==> src/core/gpc_pkg.sv <==
// Purpose: Shared constants and types for the gated pulse counter.
// Assumes: 16-bit data words; status bit n of the word sits at [n].
// Notes: Parameter fetch answers one clock after the read enable.
package gpc_pkg;
   // ==========================================================
   // Widths
   localparam int GPC_COUNT_W = 24;
   localparam int GPC_WORD_W = 16;
   localparam int GPC_NPARAM = 5;

   // ==========================================================
   // Command codes, low byte of the first output word
   localparam logic [7:0] GPC_CMD_NONE = 8'h00;
   localparam logic [7:0] GPC_CMD_PARAM = 8'h01;
   localparam logic [7:0] GPC_CMD_RESET = 8'h02;
   localparam logic [7:0] GPC_CMD_CLEAR = 8'h03;

   // ==========================================================
   // Status word layout
   localparam int GPC_ST_BUSY = 15;
   localparam int GPC_ST_ERR_STATE = 14;
   localparam int GPC_ST_ERR_BUSY = 13;
   localparam int GPC_ST_ERR_RANGE = 12;
   localparam int GPC_ST_ERR_CODE = 11;
   localparam int GPC_ST_ERR_MODE = 10;
   localparam int GPC_ST_RELAY2 = 5;
   localparam int GPC_ST_RELAY1 = 4;
   localparam int GPC_ST_GATE = 3;
   localparam int GPC_ST_RUN = 1;
   localparam int GPC_ST_READY = 0;

   // ==========================================================
   // Relay setup field in the first parameter word
   localparam int GPC_CFG_NC = 0;
   localparam int GPC_CFG_MULTI = 1;
   localparam int GPC_CFG_STRIDE = 2;

   // ==========================================================
   // Limits and reset values
   localparam logic [GPC_COUNT_W-1:0] GPC_TRIP_LIMIT = 24'h7fffff;
   localparam logic [GPC_COUNT_W-1:0] GPC_COUNT_RST = 24'h000000;
   localparam logic [GPC_WORD_W-1:0] GPC_WORD_RST = 16'h0000;
   localparam logic [2:0] GPC_IDX_RST = 3'h0;
   localparam logic [2:0] GPC_IDX_LAST = 3'h4;

   typedef enum logic [1:0] {
      GPC_UNPARAM = 2'b00,
      GPC_READY = 2'b01,
      GPC_RUN = 2'b10
   } gpc_state_e;

   typedef logic [GPC_COUNT_W-1:0] gpc_count_t;
endpackage

==> src/core/gpc_relay_if.sv <==
// Purpose: Carrier between the counter core and one relay unit.
// Assumes: Single clock domain.
// Notes: count_moved marks the same cycle the new count shows, on run steps only.
`timescale 1ns/1ps
`default_nettype none
interface gpc_relay_if;
   import gpc_pkg::*;
   logic enable;
   logic restart;
   logic count_moved;
   gpc_count_t count;
   gpc_count_t trip;
   logic multi;
   logic normally_closed;
   logic relay;
   modport ctl (output enable, restart, count_moved, count, trip, multi,
      normally_closed, input relay);
   modport unit (input enable, restart, count_moved, count, trip, multi,
      normally_closed, output relay);
endinterface
`default_nettype wire

==> src/core/gpc_counter.sv <==
// Purpose: Counter mode of a gated pulse counter with two relays.
// Assumes: Host exchanges blocks once per scan, marked by cmd_strobe.
// Notes: Parameter words are fetched one per cycle from the host.
`timescale 1ns/1ps
`default_nettype none
module gpc_counter (
   input wire logic clk_sys,
   input wire logic srst,
   input wire logic pulse_in,
   input wire logic gate_in,
   input wire logic mode_select_switch,
   input wire logic gate_polarity_switch,
   input wire logic cmd_strobe,
   input wire logic [gpc_pkg::GPC_WORD_W-1:0] out_word1,
   input wire logic [gpc_pkg::GPC_WORD_W-1:0] out_word2,
   input wire logic [gpc_pkg::GPC_WORD_W-1:0] param_rd_data,
   output logic [gpc_pkg::GPC_WORD_W-1:0] param_rd_addr,
   output logic param_rd_en,
   output logic [gpc_pkg::GPC_WORD_W-1:0] in_word1,
   output logic [gpc_pkg::GPC_WORD_W-1:0] in_word2,
   output logic [gpc_pkg::GPC_WORD_W-1:0] in_word3,
   output logic relay_one,
   output logic relay_two
);
   import gpc_pkg::*;

   // ==========================================================
   // Setup decode
   function automatic logic cfg_bit(input logic [GPC_WORD_W-1:0] w, input int r,
      input int f);
      cfg_bit = w[r*GPC_CFG_STRIDE+f];
   endfunction

   // ==========================================================
   // Input synchronizers
   logic pulse_s1, pulse_s2, pulse_s3;
   logic gate_s1, gate_s2;
   logic gate_act_q;
   always_ff @(posedge clk_sys) begin
      if (srst) begin
         pulse_s1 <= 1'b0;
         pulse_s2 <= 1'b0;
         pulse_s3 <= 1'b0;
         gate_s1 <= 1'b0;
         gate_s2 <= 1'b0;
      end else begin
         pulse_s1 <= pulse_in;
         pulse_s2 <= pulse_s1;
         pulse_s3 <= pulse_s2;
         gate_s1 <= gate_in;
         gate_s2 <= gate_s1;
      end
   end
   wire pulse_edge = pulse_s2 & ~pulse_s3;
   wire gate_act = gate_s2 ^ gate_polarity_switch;
   // Edge taken after the switch, so flipping it also starts a run
   // Gate activation edge
   always_ff @(posedge clk_sys) begin
      if (srst) begin
         // Idle level after reset, no false edge
         gate_act_q <= gate_polarity_switch;
      end else begin
         gate_act_q <= gate_act;
      end
   end
   wire gate_on = gate_act & ~gate_act_q;

   // ==========================================================
   // Command decode
   gpc_state_e state;
   logic fetching;
   logic rd_pending;
   logic [2:0] fetch_idx;
   logic rd_valid;
   logic [2:0] rd_idx;
   logic ran_since_param;
   logic [GPC_WORD_W-1:0] pword [GPC_NPARAM];
   logic [GPC_WORD_W-1:0] setup;
   gpc_count_t trip1, trip2;
   gpc_count_t count;
   logic count_moved;
   logic count_clear;
   logic [4:0] err;

   wire [7:0] cmd_code = out_word1[7:0];
   wire counter_mode = ~mode_select_switch;
   wire cmd_valid = cmd_strobe && (cmd_code != GPC_CMD_NONE);
   wire is_param = cmd_code == GPC_CMD_PARAM;
   wire is_reset = cmd_code == GPC_CMD_RESET;
   wire is_clear = cmd_code == GPC_CMD_CLEAR;
   wire is_known = is_param | is_reset | is_clear;
   wire allowed = is_reset || (is_param && state == GPC_UNPARAM) ||
      (is_clear && state != GPC_RUN);
   wire cmd_busy = cmd_valid && fetching;
   wire cmd_go = cmd_valid && !fetching && counter_mode && is_known && allowed;
   wire do_reset = cmd_go && is_reset;
   wire do_param = cmd_go && is_param;
   wire do_clear = cmd_go && is_clear && !(state == GPC_READY && ran_since_param);

   wire gpc_count_t new_trip1 = gpc_count_t'({pword[1], pword[2]});
   wire gpc_count_t new_trip2 = gpc_count_t'({pword[3], pword[4]});
   wire fetch_last = rd_pending && (fetch_idx == GPC_IDX_LAST);
   wire range_bad = ({pword[1], pword[2]} >= 32'(GPC_TRIP_LIMIT)) ||
      ({pword[3], pword[4]} >= 32'(GPC_TRIP_LIMIT));
   // Last word lands one cycle after the last read
   wire fetch_done = fetching && !rd_pending && !rd_valid && (fetch_idx == GPC_IDX_RST);

   // ==========================================================
   // Parameter fetch
   // Read five words at pointer
   always_ff @(posedge clk_sys) begin
      if (srst) begin
         fetching <= 1'b0;
         rd_pending <= 1'b0;
         fetch_idx <= GPC_IDX_RST;
         param_rd_addr <= GPC_WORD_RST;
         param_rd_en <= 1'b0;
      end else if (do_param) begin
         fetching <= 1'b1;
         rd_pending <= 1'b1;
         fetch_idx <= GPC_IDX_RST;
         param_rd_addr <= out_word2;
         param_rd_en <= 1'b1;
      end else if (rd_pending) begin
         rd_pending <= !fetch_last;
         fetch_idx <= fetch_last ? GPC_IDX_RST : 3'(fetch_idx + 3'h1);
         param_rd_addr <= 16'(param_rd_addr + 16'h0001);
         param_rd_en <= !fetch_last;
      end else begin
         // Busy holds until the last answer is stored
         fetching <= rd_valid;
         param_rd_en <= 1'b0;
      end
   end

   always_ff @(posedge clk_sys) begin
      if (srst) begin
         rd_valid <= 1'b0;
         rd_idx <= GPC_IDX_RST;
      end else begin
         rd_valid <= param_rd_en;
         rd_idx <= fetch_idx;
      end
   end
   always_ff @(posedge clk_sys) begin
      if (rd_valid) begin
         pword[rd_idx] <= param_rd_data;
      end
   end

   // ==========================================================
   // State and stored parameters
   always_ff @(posedge clk_sys) begin
      if (srst) begin
         state <= GPC_UNPARAM;
         ran_since_param <= 1'b0;
         setup <= GPC_WORD_RST;
         trip1 <= GPC_COUNT_RST;
         trip2 <= GPC_COUNT_RST;
      end else if (do_reset) begin
         state <= GPC_UNPARAM;
         ran_since_param <= 1'b0;
      end else if (fetch_done && !range_bad) begin
         state <= GPC_READY;
         ran_since_param <= 1'b0;
         setup <= {12'h000, pword[0][3:0]};
         trip1 <= new_trip1;
         trip2 <= new_trip2;
      end else if (state == GPC_READY && gate_on) begin
         state <= GPC_RUN;
         ran_since_param <= 1'b1;
      end else if (state == GPC_RUN && !gate_act) begin
         state <= GPC_READY;
      end
   end

   // ==========================================================
   // Counter
   // Counts while unparameterized
   wire counting = (state == GPC_UNPARAM) || (state == GPC_RUN);
   wire run_start = state == GPC_READY && gate_on && !do_reset;
   always_ff @(posedge clk_sys) begin
      if (srst) begin
         count <= GPC_COUNT_RST;
         count_moved <= 1'b0;
         count_clear <= 1'b0;
      end else if (run_start || do_clear) begin
         count <= GPC_COUNT_RST;
         count_moved <= 1'b0;
         count_clear <= 1'b1;
      end else begin
         count <= (counting && pulse_edge) ? gpc_count_t'(count + 24'h000001) : count;
         // Relays see run steps only, never a stale trip
         count_moved <= (state == GPC_RUN) && pulse_edge;
         count_clear <= 1'b0;
      end
   end

   // ==========================================================
   // Errors, updated on each command
   always_ff @(posedge clk_sys) begin
      if (srst) begin
         err <= 5'h00;
      end else if (cmd_valid) begin
         err[0] <= cmd_busy;
         err[1] <= !cmd_busy && is_known && !allowed;
         err[2] <= 1'b0;
         err[3] <= !cmd_busy && !is_known;
         err[4] <= !counter_mode;
      end else if (fetch_done && range_bad) begin
         err[2] <= 1'b1;
      end
   end

   // ==========================================================
   // Relays
   gpc_relay_if rif [2] ();
   wire gpc_count_t trips [2] = '{trip1, trip2};
   genvar gi;
   generate
      for (gi = 0; gi < 2; gi = gi + 1) begin : g_relay
         assign rif[gi].enable = state != GPC_UNPARAM;
         assign rif[gi].restart = count_clear;
         assign rif[gi].count_moved = count_moved;
         assign rif[gi].count = count;
         assign rif[gi].trip = trips[gi];
         assign rif[gi].multi = cfg_bit(setup, gi, GPC_CFG_MULTI);
         assign rif[gi].normally_closed = cfg_bit(setup, gi, GPC_CFG_NC);
         gpc_relay u_relay (
            .clk_sys(clk_sys),
            .srst(srst),
            .rif(rif[gi])
         );
      end
   endgenerate

   // ==========================================================
   // Input block
   // Status word assembly
   wire [GPC_WORD_W-1:0] next_status = {fetching, err[1], err[0], err[2], err[3],
      err[4], 5'h00, rif[0].relay, gate_act, 1'b0,
      state == GPC_RUN, state == GPC_READY};
   always_ff @(posedge clk_sys) begin
      if (srst) begin
         in_word1 <= GPC_WORD_RST;
         in_word2 <= GPC_WORD_RST;
         in_word3 <= GPC_WORD_RST;
         relay_one <= 1'b0;
         relay_two <= 1'b0;
      end else begin
         in_word1 <= {next_status[15:6], rif[1].relay, next_status[4:0]};
         in_word2 <= {8'h00, count[23:16]};
         in_word3 <= count[15:0];
         relay_one <= rif[0].relay;
         relay_two <= rif[1].relay;
      end
   end
endmodule
`default_nettype wire

==> src/core/gpc_relay.sv <==
// Purpose: One relay, tripping at a programmed count.
// Assumes: Count steps by one, so equality catches each point.
// Notes: Relay is off while not enabled.
`timescale 1ns/1ps
`default_nettype none
module gpc_relay (
   input wire logic clk_sys,
   input wire logic srst,
   gpc_relay_if.unit rif
);
   import gpc_pkg::*;
   logic active;
   logic done;
   gpc_count_t mult;
   gpc_count_t quart;
   wire gpc_count_t close_pt = gpc_count_t'(mult + quart);
   wire gpc_count_t quarter_trip = rif.trip >> 2;
   wire hit_single = rif.count_moved && !done && (rif.count == rif.trip);
   wire hit_open = rif.count_moved && !active && (rif.count == mult);
   wire hit_close = rif.count_moved && active && (rif.count == close_pt);

   assign rif.relay = rif.enable & (active ^ rif.normally_closed);

   always_ff @(posedge clk_sys) begin
      if (srst || !rif.enable || rif.restart) begin
         active <= 1'b0;
         done <= 1'b0;
         mult <= rif.trip;
         quart <= quarter_trip;
      end else if (!rif.multi) begin
         if (hit_single) begin
            active <= 1'b1;
            done <= 1'b1;
         end
      end else begin
         if (hit_open) begin
            active <= 1'b1;
         end else if (hit_close) begin
            active <= 1'b0;
            mult <= gpc_count_t'(mult + rif.trip);
            quart <= gpc_count_t'(quart + quarter_trip);
         end
      end
   end
endmodule
`default_nettype wire

==> config.mk <==
export PLATFORM = sky130hd
export DESIGN_NAME = gpc_counter
export DESIGN_NICKNAME = d
export VERILOG_FILES = /design/src/core/gpc_pkg.sv /design/src/core/gpc_relay_if.sv /design/src/core/gpc_counter.sv /design/src/core/gpc_relay.sv
export SDC_FILE = /design/constraint.sdc
export NUM_CORES = 1
export LEC_CHECK = 0
export BUFFER_PORTS_ARGS = -buffer_cell sky130_fd_sc_hd__buf_2
export CORE_UTILIZATION = 54
export CTS_CLUSTER_SIZE = 10
export DETAILED_ROUTE_END_ITERATION = 10
export PLACE_DENSITY = 0.72
export SETUP_SLACK_MARGIN = 0.05
export SYNTH_ARGS = -nofsm -noshare
export SYNTH_HDL_FRONTEND = slang
export SYNTH_SLANG_ARGS = --single-unit
export TNS_END_PERCENT = 100
==> constraint.sdc <==
create_clock -name clk_sys -period 9.4 [get_ports clk_sys]
set_clock_uncertainty 0.1 [all_clocks]
set_input_delay 0.94 -clock clk_sys [delete_from_list [all_inputs] [get_ports clk_sys]]
set_output_delay 0.94 -clock clk_sys [all_outputs]
set_load 0.02 [all_outputs]
==> results by group, run 1 <==
Status
  – Outcome: complete, no violations

GRT
  – Met1 usage: 0.424
  – GR Util met3: 0.0458
  – Met2 Use GR: 0.455
  – Global route hottest layer: met2
  – Vias in the first global route: between 15000 and 20000
  – Total track usage: 0.298
  – Largest net degree at the start of global routing: 88
  – Initial antenna violation count: 0
  – GRT Residual Overflow: 0
  – First-pass GRT wire length: between 80 and 90 mm

Pwr
  – Combinational power share: 0.015
  – Pwr Total: approximately 3.0 mW
  – P_leak: approximately 9.9 nW
  – P_sw: 0.638 mW
  – VDD IR max: 0.164 mV
  – Clock network fraction of total power: 0.495
  – Int Power: 2.35 mW
  – Pwr/cell area: between 100 and 150 nW/um2
  – Sequential Power Share: 0.490
  – Switch share: 0.214

Worst hold path
  – Hold Crit Class: reg2reg
  – Hold Startpoint: gate_s1$_SDFF_PP0_

Yosys
  – EDFF count, synth: 160
  – Register area share after synthesis: 0.396
  – Top FF cell, synth: edfxtp_1
  – Netlist Area Pre-Place: around 20000 um2
  – Unique masters post-synth: 79
  – Top cells by area, synth: edfxtp_1 (24%), dfxtp_1 (16%), ha_1 (8.7%)
  – Yosys top cell area share: 0.238
  – Asr flop ratio synth: 0
  – #FFs+latches synth: between 300 and 400
  – Yosys warns: 0
  – Cells after Synth: between 2000 and 2500
  – Cell taking the most area after synthesis: edfxtp_1
  – Syn Area/Cell: just over 9 um2

Floorplanning
  – Die X: around 200 um
  – Die area: 38200 um2
  – I/O pin cnt: approximately 120
  – Die Ht: 195 um
  – Core area: around 37000 um2
  – Initial Util: 0.551
  – Num rows: 70

Cells and area
  – Filler cell count: approximately 3000
  – NumNets Final: 2445
  – Area of the multi-input gates: ~12000 um2
  – Sequential cell area: about 8000 um2
  – Fraction of layout cells with a size suffix above 1: 0.0919
  – Final Non-Filler Cells: ~2700
  – Antenna fix cells: 0
  – Synth-to-layout area growth: 11.0%

Clock tree
  – Sink Count: 320
  – Hold buffers post-CTS: 0
  – CTS tree: done
  – Worst skew pair latency: 0.58 ns
  – Post_cts resized: 0
  – Max H-tree Level: 2
  – Inserted Clock Buffers: 40
  – CTS clk-pin slew, worst paths: about 0.060 ns
  – Clk buf depth: 3
  – Root Driver: clkbuf_16
  – Postcts setup bufs: 0

Run
  – # Max-Cap Violations: 0

Setup path
  – Crit path cell chain: ha_1 > inv_1 > fa_1 > xor2_1 > nand2_1 > nor4_1 > nand4_1 > nor4_1 > o2111ai_1 > nor4_2 > nand4_1 > o21ai_4 > buf_4
  – CP required: 9.49 ns
  – Worst Setup SP: g_relay[1].u_relay.mult[0]$_DFFE_PP_
  – Critical Setup Path Class: reg2reg
  – R2R cell count: 13
  – Slowest cell delay on critical path: ~0.67 ns
  – Critical path's slowest cell: nor4_1
  – Critical Path AT: roughly 4.7 ns
  – Cell family contributing the most delay on the critical path: simple AND/OR/NAND/NOR gates
  – Crit path launch type: flip-flop
  – Critical path buffer and inverter count: 2
  – Critical R2R Launch: g_relay[1].u_relay.mult[0]$_DFFE_PP_
  – Worst path depth: 13
  – R2R setup slack: 4.82 ns
  – Setup crit end kind: flip-flop
  – R2r endpoint: g_relay[1].u_relay.quart[9]$_DFFE_PP_
  – Worst-path fanout max: between 40 and 50
  – Critical path endpoint: g_relay[1].u_relay.quart[9]$_DFFE_PP_

STA
  – Setup TNS: 0 ns
  – Fmax: 218 MHz
  – Max-slew headroom: 0.218
  – Final setup violation count: 0
  – Final number of max-transition violations: 0
  – Final Hold Fails: 0
  – Crit share post-route: 0.487
  – RSZ-0062 raised after global routing: no
  – Minimum clock period: between 4 and 5 ns
  – Least-Margin Pin Slew: roughly 1.2 ns

Route
  – Routed Antenna Nets: 0
  – # DRC: 0
  – Via count: ~17000
  – Drt pass-1 iters: 7
  – Routed Wire Length: roughly 57 mm
  – Initial DRC count: 1280
  – DR vias/cell: just over 6
  – Wirelength per Cell: 20.8 um

Place
  – Placer Congestion: ~0.98
  – HPWL after DPL: between 40 and 50 mm
  – IO Port Bufs: 100
  – Placed cell count: 2670
[power groups by stage]
stage,registers [mW],clock network (mW),logic (mW)
final,1.46,1.48,0.0463
after floorplan,1.49,0,0.0275
after global placement,1.49,0,0.0454
after CTS,1.46,1.50,0.0459
after global routing,1.46,1.56,0.0503
after detailed placement,1.49,0,0.0458
[synthesized netlist by cell type, drive strengths merged (23+ instances only)]
| library cell | n |
|---|---|
| nand3 | 48 |
| nor4 | 37 |
| clkbuf | 57 |
| edfxtp | 160 |
| buf | 44 |
| a21o | 29 |
| nor2b | 67 |
| nand4 | 48 |
| and3 | 23 |
| inv | 42 |
| xor2 | 154 |
| ha | 140 |
| nand2 | 183 |
| a211oi | 28 |
| xnor2 | 111 |
| dfxtp | 160 |
| nand2b | 37 |
| a21oi | 118 |
| mux2i | 67 |
| nor2 | 186 |
| o21ai | 155 |
| nor3 | 42 |
[layer usage]
layer	up-vias	part of all wire	routed length [um]
met2	861	0.43	24500
met1	7927	0.44	24900
met4	0	0.038	2180
met5	-	0	0
li1	8005	-	-
met3	135	0.095	5410
[how the worst min path moves through the flow]
stage	cells after the start	slack [ns]	end
6_report	1	0.34	gate_s2$_SDFF_PP0_
5_1_grt	1	0.36	pulse_s2$_SDFF_PP0_
4_1_cts	1	0.34	gate_s2$_SDFF_PP0_
3_5_place_dp	1	0.33	gate_s2$_SDFF_PP0_
3_3_place_gp	1	0.32	gate_s2$_SDFF_PP0_
2_1_floorplan	1	0.31	gate_s2$_SDFF_PP0_
[layout by cell type, fill, tap and decap left out, types with 66 or more instances in the layout]
cell	synthesis	routed
nand2_1	183	183
buf_2	17	99
nor2b_1	66	66
a21oi_1	117	117
edfxtp_1	160	160
xnor2_1	111	111
dfxtp_1	160	160
nor2_1	186	186
mux2i_1	67	67
ha_1	140	140
xor2_1	152	152
o21ai_0	145	144
[kinds of logic (layout without fill, tap and decap cells)]
family | count (synthesis) | in the layout | synth area share
other | 1 | 13 | 0.000186
multiplexers | 72 | 72 | 0.0360
buffers and inverters | 143 | 244 | 0.0308
AO/OA/AOI/OAI | 482 | 482 | 0.149
XOR/XNOR | 265 | 265 | 0.116
adder cells (fa/ha/maj) | 146 | 146 | 0.0926
AND/OR/NAND/NOR | 732 | 732 | 0.179
flip-flops | 320 | 320 | 0.396
[stage by stage]
stage                     hold slack (ns)  area (um2)   util  worst slack (ns)
after global routing                0.364       22400  0.611              4.60
after detailed placement            0.327       21100  0.576              4.96
after global placement              0.321       21100  0.576              4.99
final                               0.342       22400  0.611              4.82
after floorplan                     0.314       20300      -              2.89
after CTS                           0.344       22400  0.611              4.93
[layout make-up]
cell class | count | share of cell area
multi-input cells | 1710 | 0.520
flip-flops and latches | 320 | 0.357
clock buffers | 67 | 0.0533
repair buffers | 130 | 0.0325
well taps | 468 | 0.0261
inverters | 42 | 0.00703
clock inverters | 5 | 0.00413
[flip-flops by register name (all words and copies together), names as in the netlist, 3 cells and up]
register and count:
fetch_idx 3, in_word3 16, setup 4, count 24
in_word1 11, g_relay.u_relay.mult 48, g_relay.u_relay.quart 48, rd_idx 3
rif.trip 48, in_word2 8, err 5, pword 68
param_rd_addr 16
Power figures use the tool's default switching activity.
==> run 2, diff against run 1 <==
- clock period: 9.4 -> 4.36 ns (I/O delays scaled with it)
==> run 2 against run 1 <==
Effect of this change: non-clock buffer count rose by 19; global-route usage increased by 0.31 points; total power increased by 110%; fmax is 12% higher; register-to-register slack lost 4.6 ns; routed wire length rose by 1.8%; worst setup slack got worse by 4.6 ns; sequential power rose by 120%; critical path type unchanged; largest cell class unchanged; highest routed layer unchanged.
==> results by group, run 2 (same netlist as run 1, synthesis figures left out) <==
Clock tree
  – Sink Count: 320 (unchanged)
  – CTS clk-pin slew, worst paths: 0.06 ns (about the same)
  – Clk buf depth: 3 (unchanged)
  – CTS tree: done
  – Worst skew pair latency: 0.56 ns (-0.02 ns)
  – Max H-tree Level: 2 (unchanged)
  – Inserted Clock Buffers: 40 (unchanged)
  – Root Driver: clkbuf_16

Pwr
  – P_leak: 10.0 nW (+0.88%)
  – Combinational power share: 0.017 (+0.002)
  – Int Power: 4.98 mW (+110%)
  – Sequential Power Share: 0.497 (+0.007)
  – P_sw: 1.37 mW (+110%)
  – Clock network fraction of total power: 0.487 (-0.008)
  – Switch share: 0.216 (+0.00217)
  – Pwr Total: 6.35 mW (+110%)
  – Pwr/cell area: 281 nW/um2 (+110%)
  – VDD IR max: 0.353 mV (+110%)

Route
  – Wirelength per Cell: 21.0 um (+1.2%)
  – Initial DRC count: 1727 (+35%)
  – Drt pass-1 iters: 5 (-2)
  – Routed Wire Length: 58.1 mm (+1.8%)
  – Routed Antenna Nets: 0 (unchanged)
  – Via count: 17000 (+0.23%)
  – DR vias/cell: 6.15 (-0.39%)
  – # DRC: 0 (unchanged)

Floorplanning
  – Core area: 36700 um2 (unchanged)
  – Die X: 195 um (unchanged)
  – Initial Util: 0.551 (unchanged)
  – Num rows: 70 (unchanged)
  – I/O pin cnt: 122 (unchanged)
  – Die area: 38200 um2 (unchanged)
  – Die Ht: 195 um (unchanged)

Status
  – Outcome: complete, no violations

Place
  – Dpl cell area: 21300 um2 (+0.58%)
  – Placer Congestion: 0.960 (-1.6%)
  – IO Port Bufs: 100 (unchanged)
  – HPWL after DPL: 43.9 mm (+4.4%)

Setup path
  – CP required: 4.49 ns (-5.00 ns)
  – R2R cell count: 13 (unchanged)
  – Crit path launch type: flip-flop
  – Critical Setup Path Class: reg2reg
  – Worst-path fanout max: 47 (unchanged)
  – Setup crit end kind: flip-flop
  – Critical Path AT: 4.23 ns (-0.44 ns)

Worst hold path
  – WHS Path Cells: 1 (unchanged)
  – Hold Crit Class: in2reg

STA
  – Fmax: 244 MHz (+12%)
  – Crit share post-route: 0.939 (+0.452)
  – Setup TNS: 0 ns (unchanged)
  – Final number of max-transition violations: 0 (unchanged)
  – Minimum clock period: 4.09 ns (-0.485 ns)
  – Least-Margin Pin Slew: 1.21 ns (+0.0459 ns)
  – RSZ-0062 raised after global routing: no
  – Final Hold Fails: 0 (unchanged)
  – Max-slew headroom: 0.187 (-0.0308)
  – Final setup violation count: 0 (unchanged)

Cells and area
  – Commonest non-fill, non-tap cells in the layout: nor2_1 (186), nand2_1 (183), dfxtp_1 (160), edfxtp_1 (160), xor2_1 (152)
  – Commonest non-fill, non-tap cell in the layout: nor2_1
  – NumNets Final: 2464 (+0.78%)
  – Max reg flops: 68 (unchanged)
  – Synth-to-layout area growth: 11.7%
  – Most flop-heavy register: pword
  – Post-route cell area: 22600 um2 (+0.62%)
  – Antenna fix cells: 0 (unchanged)
  – Filler cell count: 3064 (+0.62%)
  – Fraction of layout cells with a size suffix above 1: 0.0973 (+0.00543)

GRT
  – First-pass GRT wire length: 89.1 mm (+0.96%)
  – GR Util met3: 0.0599 (+0.0142)
  – Initial antenna violation count: 0 (unchanged)
  – Vias in the first global route: 16000 (+1.3%)
  – Met1 usage: 0.419 (-0.00459)
  – GRT Residual Overflow: 0 (unchanged)
  – Total track usage: 0.301 (+0.00309)
  – Met2 Use GR: 0.466 (+0.0116)
  – Global route hottest layer: met2
  – Largest net degree at the start of global routing: 86 (-2.3%)

Run
  – # Max-Cap Violations: 0 (unchanged)
[run 2: cell count changes in the layout (fill, tap and decap cells not counted), sizes merged]
| cell | delta |
|---|---|
| buf | +14 |
| clkbuf | -3 |
| clkinv | +3 |
| clkinvlp | -1 |
| dlygate4sd3 | +4 |
[run 2: path summary, 6_finish.rpt]
check	from	endpoint	slack, ns
worst max-delay path	g_relay[1].u_relay.mult[0]$_DFFE_PP_	g_relay[1].u_relay.quart[5]$_DFFE_PP_	0.27
worst max register to register	g_relay[1].u_relay.mult[0]$_DFFE_PP_	g_relay[1].u_relay.quart[5]$_DFFE_PP_	0.27
worst min-delay path	param_rd_data[12]	pword[4][12]$_DFFE_PP_	0.03
worst min register to register	pulse_s1$_SDFF_PP0_	pulse_s2$_SDFF_PP0_	0.34
[run 2: final cells by class]
type	instances	area, um2	share of cell area
Tap cell	468	586	0.0260
Sequential cell	320	8010	0.355
Timing Repair Buffer	149	923	0.0409
Clock inverter	7	92.6	0.00410
Inverter	42	158	0.00699
Multi-Input combinational cell	1710	11700	0.517
Clock buffer	63	1130	0.0501
[run 2: timing repair]
item                       in CTS  in global routing
setup endpoints to repair       0                 47
hold buffers                    4                  0
gates resized for setup         0                  2
buffers inserted                0                  1
hold endpoints to repair        7                  0
[run 2: routing by layer]
| metal | up-vias | routed length [um] |
|---|---|---|
| met3 | 109 | 5250 |
| li1 | 8049 | - |
| met1 | 8030 | 25500 |
| met2 | 779 | 25500 |
| met5 | - | 0 |
| met4 | 0 | 1820 |
[run 2: power groups by stage]
stage	registers [mW]	clock network (mW)	logic, mW
2_1_floorplan	3.22	0	0.0592
3_3_place_gp	3.21	0	0.101
3_5_place_dp	3.21	0	0.102
4_1_cts	3.15	3.13	0.105
5_1_grt	3.15	3.25	0.113
6_report	3.15	3.09	0.106
[run 2: critical path, cell delays in order (launching register included)]
cell and delay [ns]:
edfxtp_1 0.39, ha_1 0.20, inv_1 0.06, fa_1 0.42
nor2b_2 0.16, o31a_1 0.24, o21ai_1 0.12, a211o_1 0.29
and3_1 0.16, or4_1 0.56, nor4_2 0.18, nand4_1 0.32
o21ai_4 0.25, buf_12 0.29
[run 2: through the flow]
step | std cells | util | hold slack, ns | worst slack [ns]
2_1_floorplan | 2173 | - | 0.314 | 0.399
3_3_place_gp | 2683 | 0.579 | 0.322 | 0.372
3_5_place_dp | 2683 | 0.579 | 0.331 | 0.270
4_1_cts | 2757 | 0.614 | 0.00192 | 0.265
5_1_grt | 2759 | 0.615 | 0.0118 | 0.0357
6_report | 2759 | 0.615 | 0.0254 | 0.265
==> run 3, diff against run 2 <==
- ABC_AREA: default -> 1
- MAX_ROUTING_LAYER: default -> met4
==> run 3 against run 2 <==
Effect of this change: sequential power about the same; worst setup slack gained 0.51 ns; via count grew 21%; final cell count increased by 29%; highest routed layer unchanged; combinational power increased by 20%.
==> results by group, run 3 <==
Place
  – Placed cell count: 3482 (+30%)
  – HPWL after DPL: 54.3 mm (+24%)
  – Pre-CTS WS: 0.753 ns (+0.483 ns)
  – Placer Congestion: 1.04 (+7.9%)
  – IO Port Bufs: 100 (unchanged)
  – Dpl cell area: 22600 um2 (+6.5%)

Clock tree
  – Max H-tree Level: 2 (unchanged)
  – Clk buf depth: 3 (unchanged)
  – Inserted Clock Buffers: 40 (unchanged)
  – CTS tree: done
  – CTS clk-pin slew, worst paths: 0.05 ns (about the same)
  – Worst skew pair latency: 0.57 ns (about the same)
  – Sink Count: 320 (unchanged)
  – Root Driver: clkbuf_16

STA
  – Crit share post-route: 0.823 (-0.116)
  – Final WS setup: 0.772 ns (+0.506 ns)
  – Final number of max-transition violations: 0 (unchanged)
  – Setup TNS: 0 ns (unchanged)
  – Max-slew headroom: 0.144 (-0.0427)
  – Final Hold Fails: 0 (unchanged)
  – Minimum clock period: 3.59 ns (-0.506 ns)
  – Final setup violation count: 0 (unchanged)
  – RSZ-0062 raised after global routing: no
  – Fmax: 279 MHz (+14%)
  – Hold_ws: 0.0264 ns (+0.000996 ns)
  – Least-Margin Pin Slew: 1.28 ns (+0.0638 ns)

Setup path
  – Worst-path fanout max: 21 (-55%)
  – Setup crit end kind: flip-flop
  – CP required: 4.53 ns (+0.04 ns)
  – Crit path launch type: flip-flop
  – Critical Path AT: 3.76 ns (-0.47 ns)
  – Critical Setup Path Class: reg2reg
  – R2R setup slack: 0.77 ns (+0.51 ns)

Floorplanning
  – Initial Util: 0.553 (+0.00240)
  – I/O pin cnt: 122 (unchanged)
  – Die X: 202 um (+3.4%)
  – Core area: 39100 um2 (+6.5%)
  – Num rows: 72 (+2.9%)
  – Die Ht: 202 um (+3.4%)
  – Die area: 40800 um2 (+6.9%)

Route
  – Routed Wire Length: 70.3 mm (+21%)
  – Wirelength per Cell: 19.7 um (-6.2%)
  – Routed Antenna Nets: 0 (unchanged)
  – Drt pass-1 iters: 5 (unchanged)
  – Via count: 20600 (+21%)
  – # DRC: 0 (unchanged)
  – DR vias/cell: 5.77 (-6.1%)
  – Initial DRC count: 2111 (+22%)

Yosys
  – Syn Area/Cell: 7.42 um2 (-21%)
  – Post-Synth Adder-Cell Area: 0.0866 (-0.00606)
  – Top FF cell, synth: edfxtp_1
  – Top cells by area, synth: edfxtp_1 (22%), dfxtp_1 (15%), nand2_1 (11%)
  – Most frequent cell after synthesis: nand2_1
  – Yosys warns: 0 (unchanged)
  – Cell taking the most area after synthesis: edfxtp_1
  – Yosys top cell area share: 0.222 (-0.0156)
  – Synth top cells by count: nand2_1 (661), inv_1 (337), nor2_1 (300)
  – Post-synthesis simple-gate area fraction: 0.258 (+0.0790)
  – Cells after Synth: 2913 (+35%)
  – Mux contribution to synthesized area: 0 (-0.0360)
  – Asr flop ratio synth: 0 (unchanged)
  – Unique masters post-synth: 57 (-28%)
  – Netlist Area Pre-Place: 21600 um2 (+7.0%)
  – Synth Area in Compound Gates: 0.139 (-0.00995)
  – Main combinational cell family by area after synthesis: simple AND/OR/NAND/NOR gates
  – Xor/xnor share of the synthesized area: 0.0630 (-0.0526)
  – #FFs+latches synth: 320 (unchanged)
  – Register area share after synthesis: 0.370 (-0.0259)
  – EDFF count, synth: 160 (unchanged)

Run
  – # Max-Cap Violations: 0 (unchanged)

Pwr
  – Sequential Power Share: 0.498 (about the same)
  – Clock network fraction of total power: 0.482 (-0.005)
  – Combinational power share: 0.020 (+0.003)
  – Pwr/cell area: 265 nW/um2 (-5.7%)
  – Switch share: 0.223 (+0.00700)
  – P_sw: 1.41 mW (+3.1%)
  – VDD IR max: 0.330 mV (-6.6%)
  – Pwr Total: 6.33 mW (-0.18%)
  – Int Power: 4.92 mW (-1.1%)
  – P_leak: 11.4 nW (+14%)

Cells and area
  – Post-route cell area: 23900 um2 (+5.8%)
  – Filler cell count: 3639 (+19%)
  – Synth-to-layout area growth: 10.4%
  – NumNets Final: 3210 (+30%)
  – Final Non-Filler Cells: 3560 (+29%)
  – Commonest non-fill, non-tap cell in the layout: nand2_1
  – Max reg flops: 68 (unchanged)
  – Commonest non-fill, non-tap cells in the layout: nand2_1 (659), inv_1 (335), nor2_1 (299)
  – Most flop-heavy register: pword
  – Final core occ: 0.611 (-0.00414)
  – Fraction of layout cells with a size suffix above 1: 0.0803 (-0.0171)

Status
  – Outcome: complete, no violations

GRT
  – Global route hottest layer: met1
  – GRT Residual Overflow: 0 (unchanged)
  – Initial antenna violation count: 0 (unchanged)
  – GR Util met3: 0.0451 (-0.0148)
  – Met2 Use GR: 0.508 (+0.0421)
  – Met1 usage: 0.515 (+0.0958)
  – Vias in the first global route: 18700 (+17%)
  – Total track usage: 0.354 (+0.0526)
  – First-pass GRT wire length: 108 mm (+21%)
  – Largest net degree at the start of global routing: 97 (+13%)

Worst hold path
  – Hold Crit Class: in2reg
[run 3: cell types whose count changed in the layout (fill, tap and decap cells not counted), sizes merged, moves of 73 or more]
cell	before	now
nand2	183	667
inv	43	349
nor2	186	305
a21oi	118	232
nand3	48	151
o21ai	155	228
[run 3: final timing paths]
kind	to	start	depth (start not counted)
worst max-delay path	g_relay[1].u_relay.mult[13]$_DFFE_PP_	g_relay[1].u_relay.mult[0]$_DFFE_PP_	17
worst min-delay path	pword[4][15]$_DFFE_PP_	param_rd_data[15]	1
worst max register to register	g_relay[1].u_relay.mult[13]$_DFFE_PP_	g_relay[1].u_relay.mult[0]$_DFFE_PP_	17
worst min register to register	pulse_s2$_SDFF_PP0_	pulse_s1$_SDFF_PP0_	2
[run 3: cell type report]
type	count	area, um2	share of cell area
diodes	2	5.00	0.000210
clock buffers	65	1090	0.0459
clock inverters	8	104	0.00435
inverters	354	1330	0.0559
multi-input cells	2162	11900	0.499
flip-flops and latches	320	8010	0.335
well taps	518	648	0.0271
repair buffers	131	778	0.0326
[run 3: power groups by stage]
stage	clock network (mW)	registers [mW]	logic, mW
floorplan	0	3.22	0.0728
global placement	0	3.22	0.120
detailed placement	0	3.22	0.122
CTS	3.08	3.15	0.124
global route	3.21	3.15	0.137
finish	3.05	3.15	0.127
[run 3: cells by family after synthesis]
kind of cell,count (synthesis)
other,1
adder cells (fa/ha/maj),146
flip-flops,320
AO/OA/AOI/OAI,556
buffers and inverters,443
AND/OR/NAND/NOR,1293
XOR/XNOR,154
[run 3: routing by layer]
metal  vias to the layer above  part of all wire
met3                       121             0.092
met1                      9594              0.46
met2                       912              0.42
li1                       9930                 -
met4                         0             0.029
met5                         -                 0
[run 3: worst max-delay path: stages (launching register included)]
cell and delay [ns]:
edfxtp_1 0.42, ha_1 0.24, inv_1 0.07, fa_1 0.40, inv_1 0.09, nand3_1 0.09, nand2_1 0.13, nand2_1 0.07
nand2_2 0.09, nand2_1 0.09, nand2_2 0.11, xor2_1 0.19, or2_2 0.14, nand4_1 0.10, nor2_1 0.15, nand4_1 0.20
nand2_2 0.39, buf_12 0.23
[run 3: timing repair]
action                    4_1_cts  5_1_grt
hold buffers                    3        0
hold endpoints to repair        3        0
setup buffers                   0        0
gates resized for setup         0        0
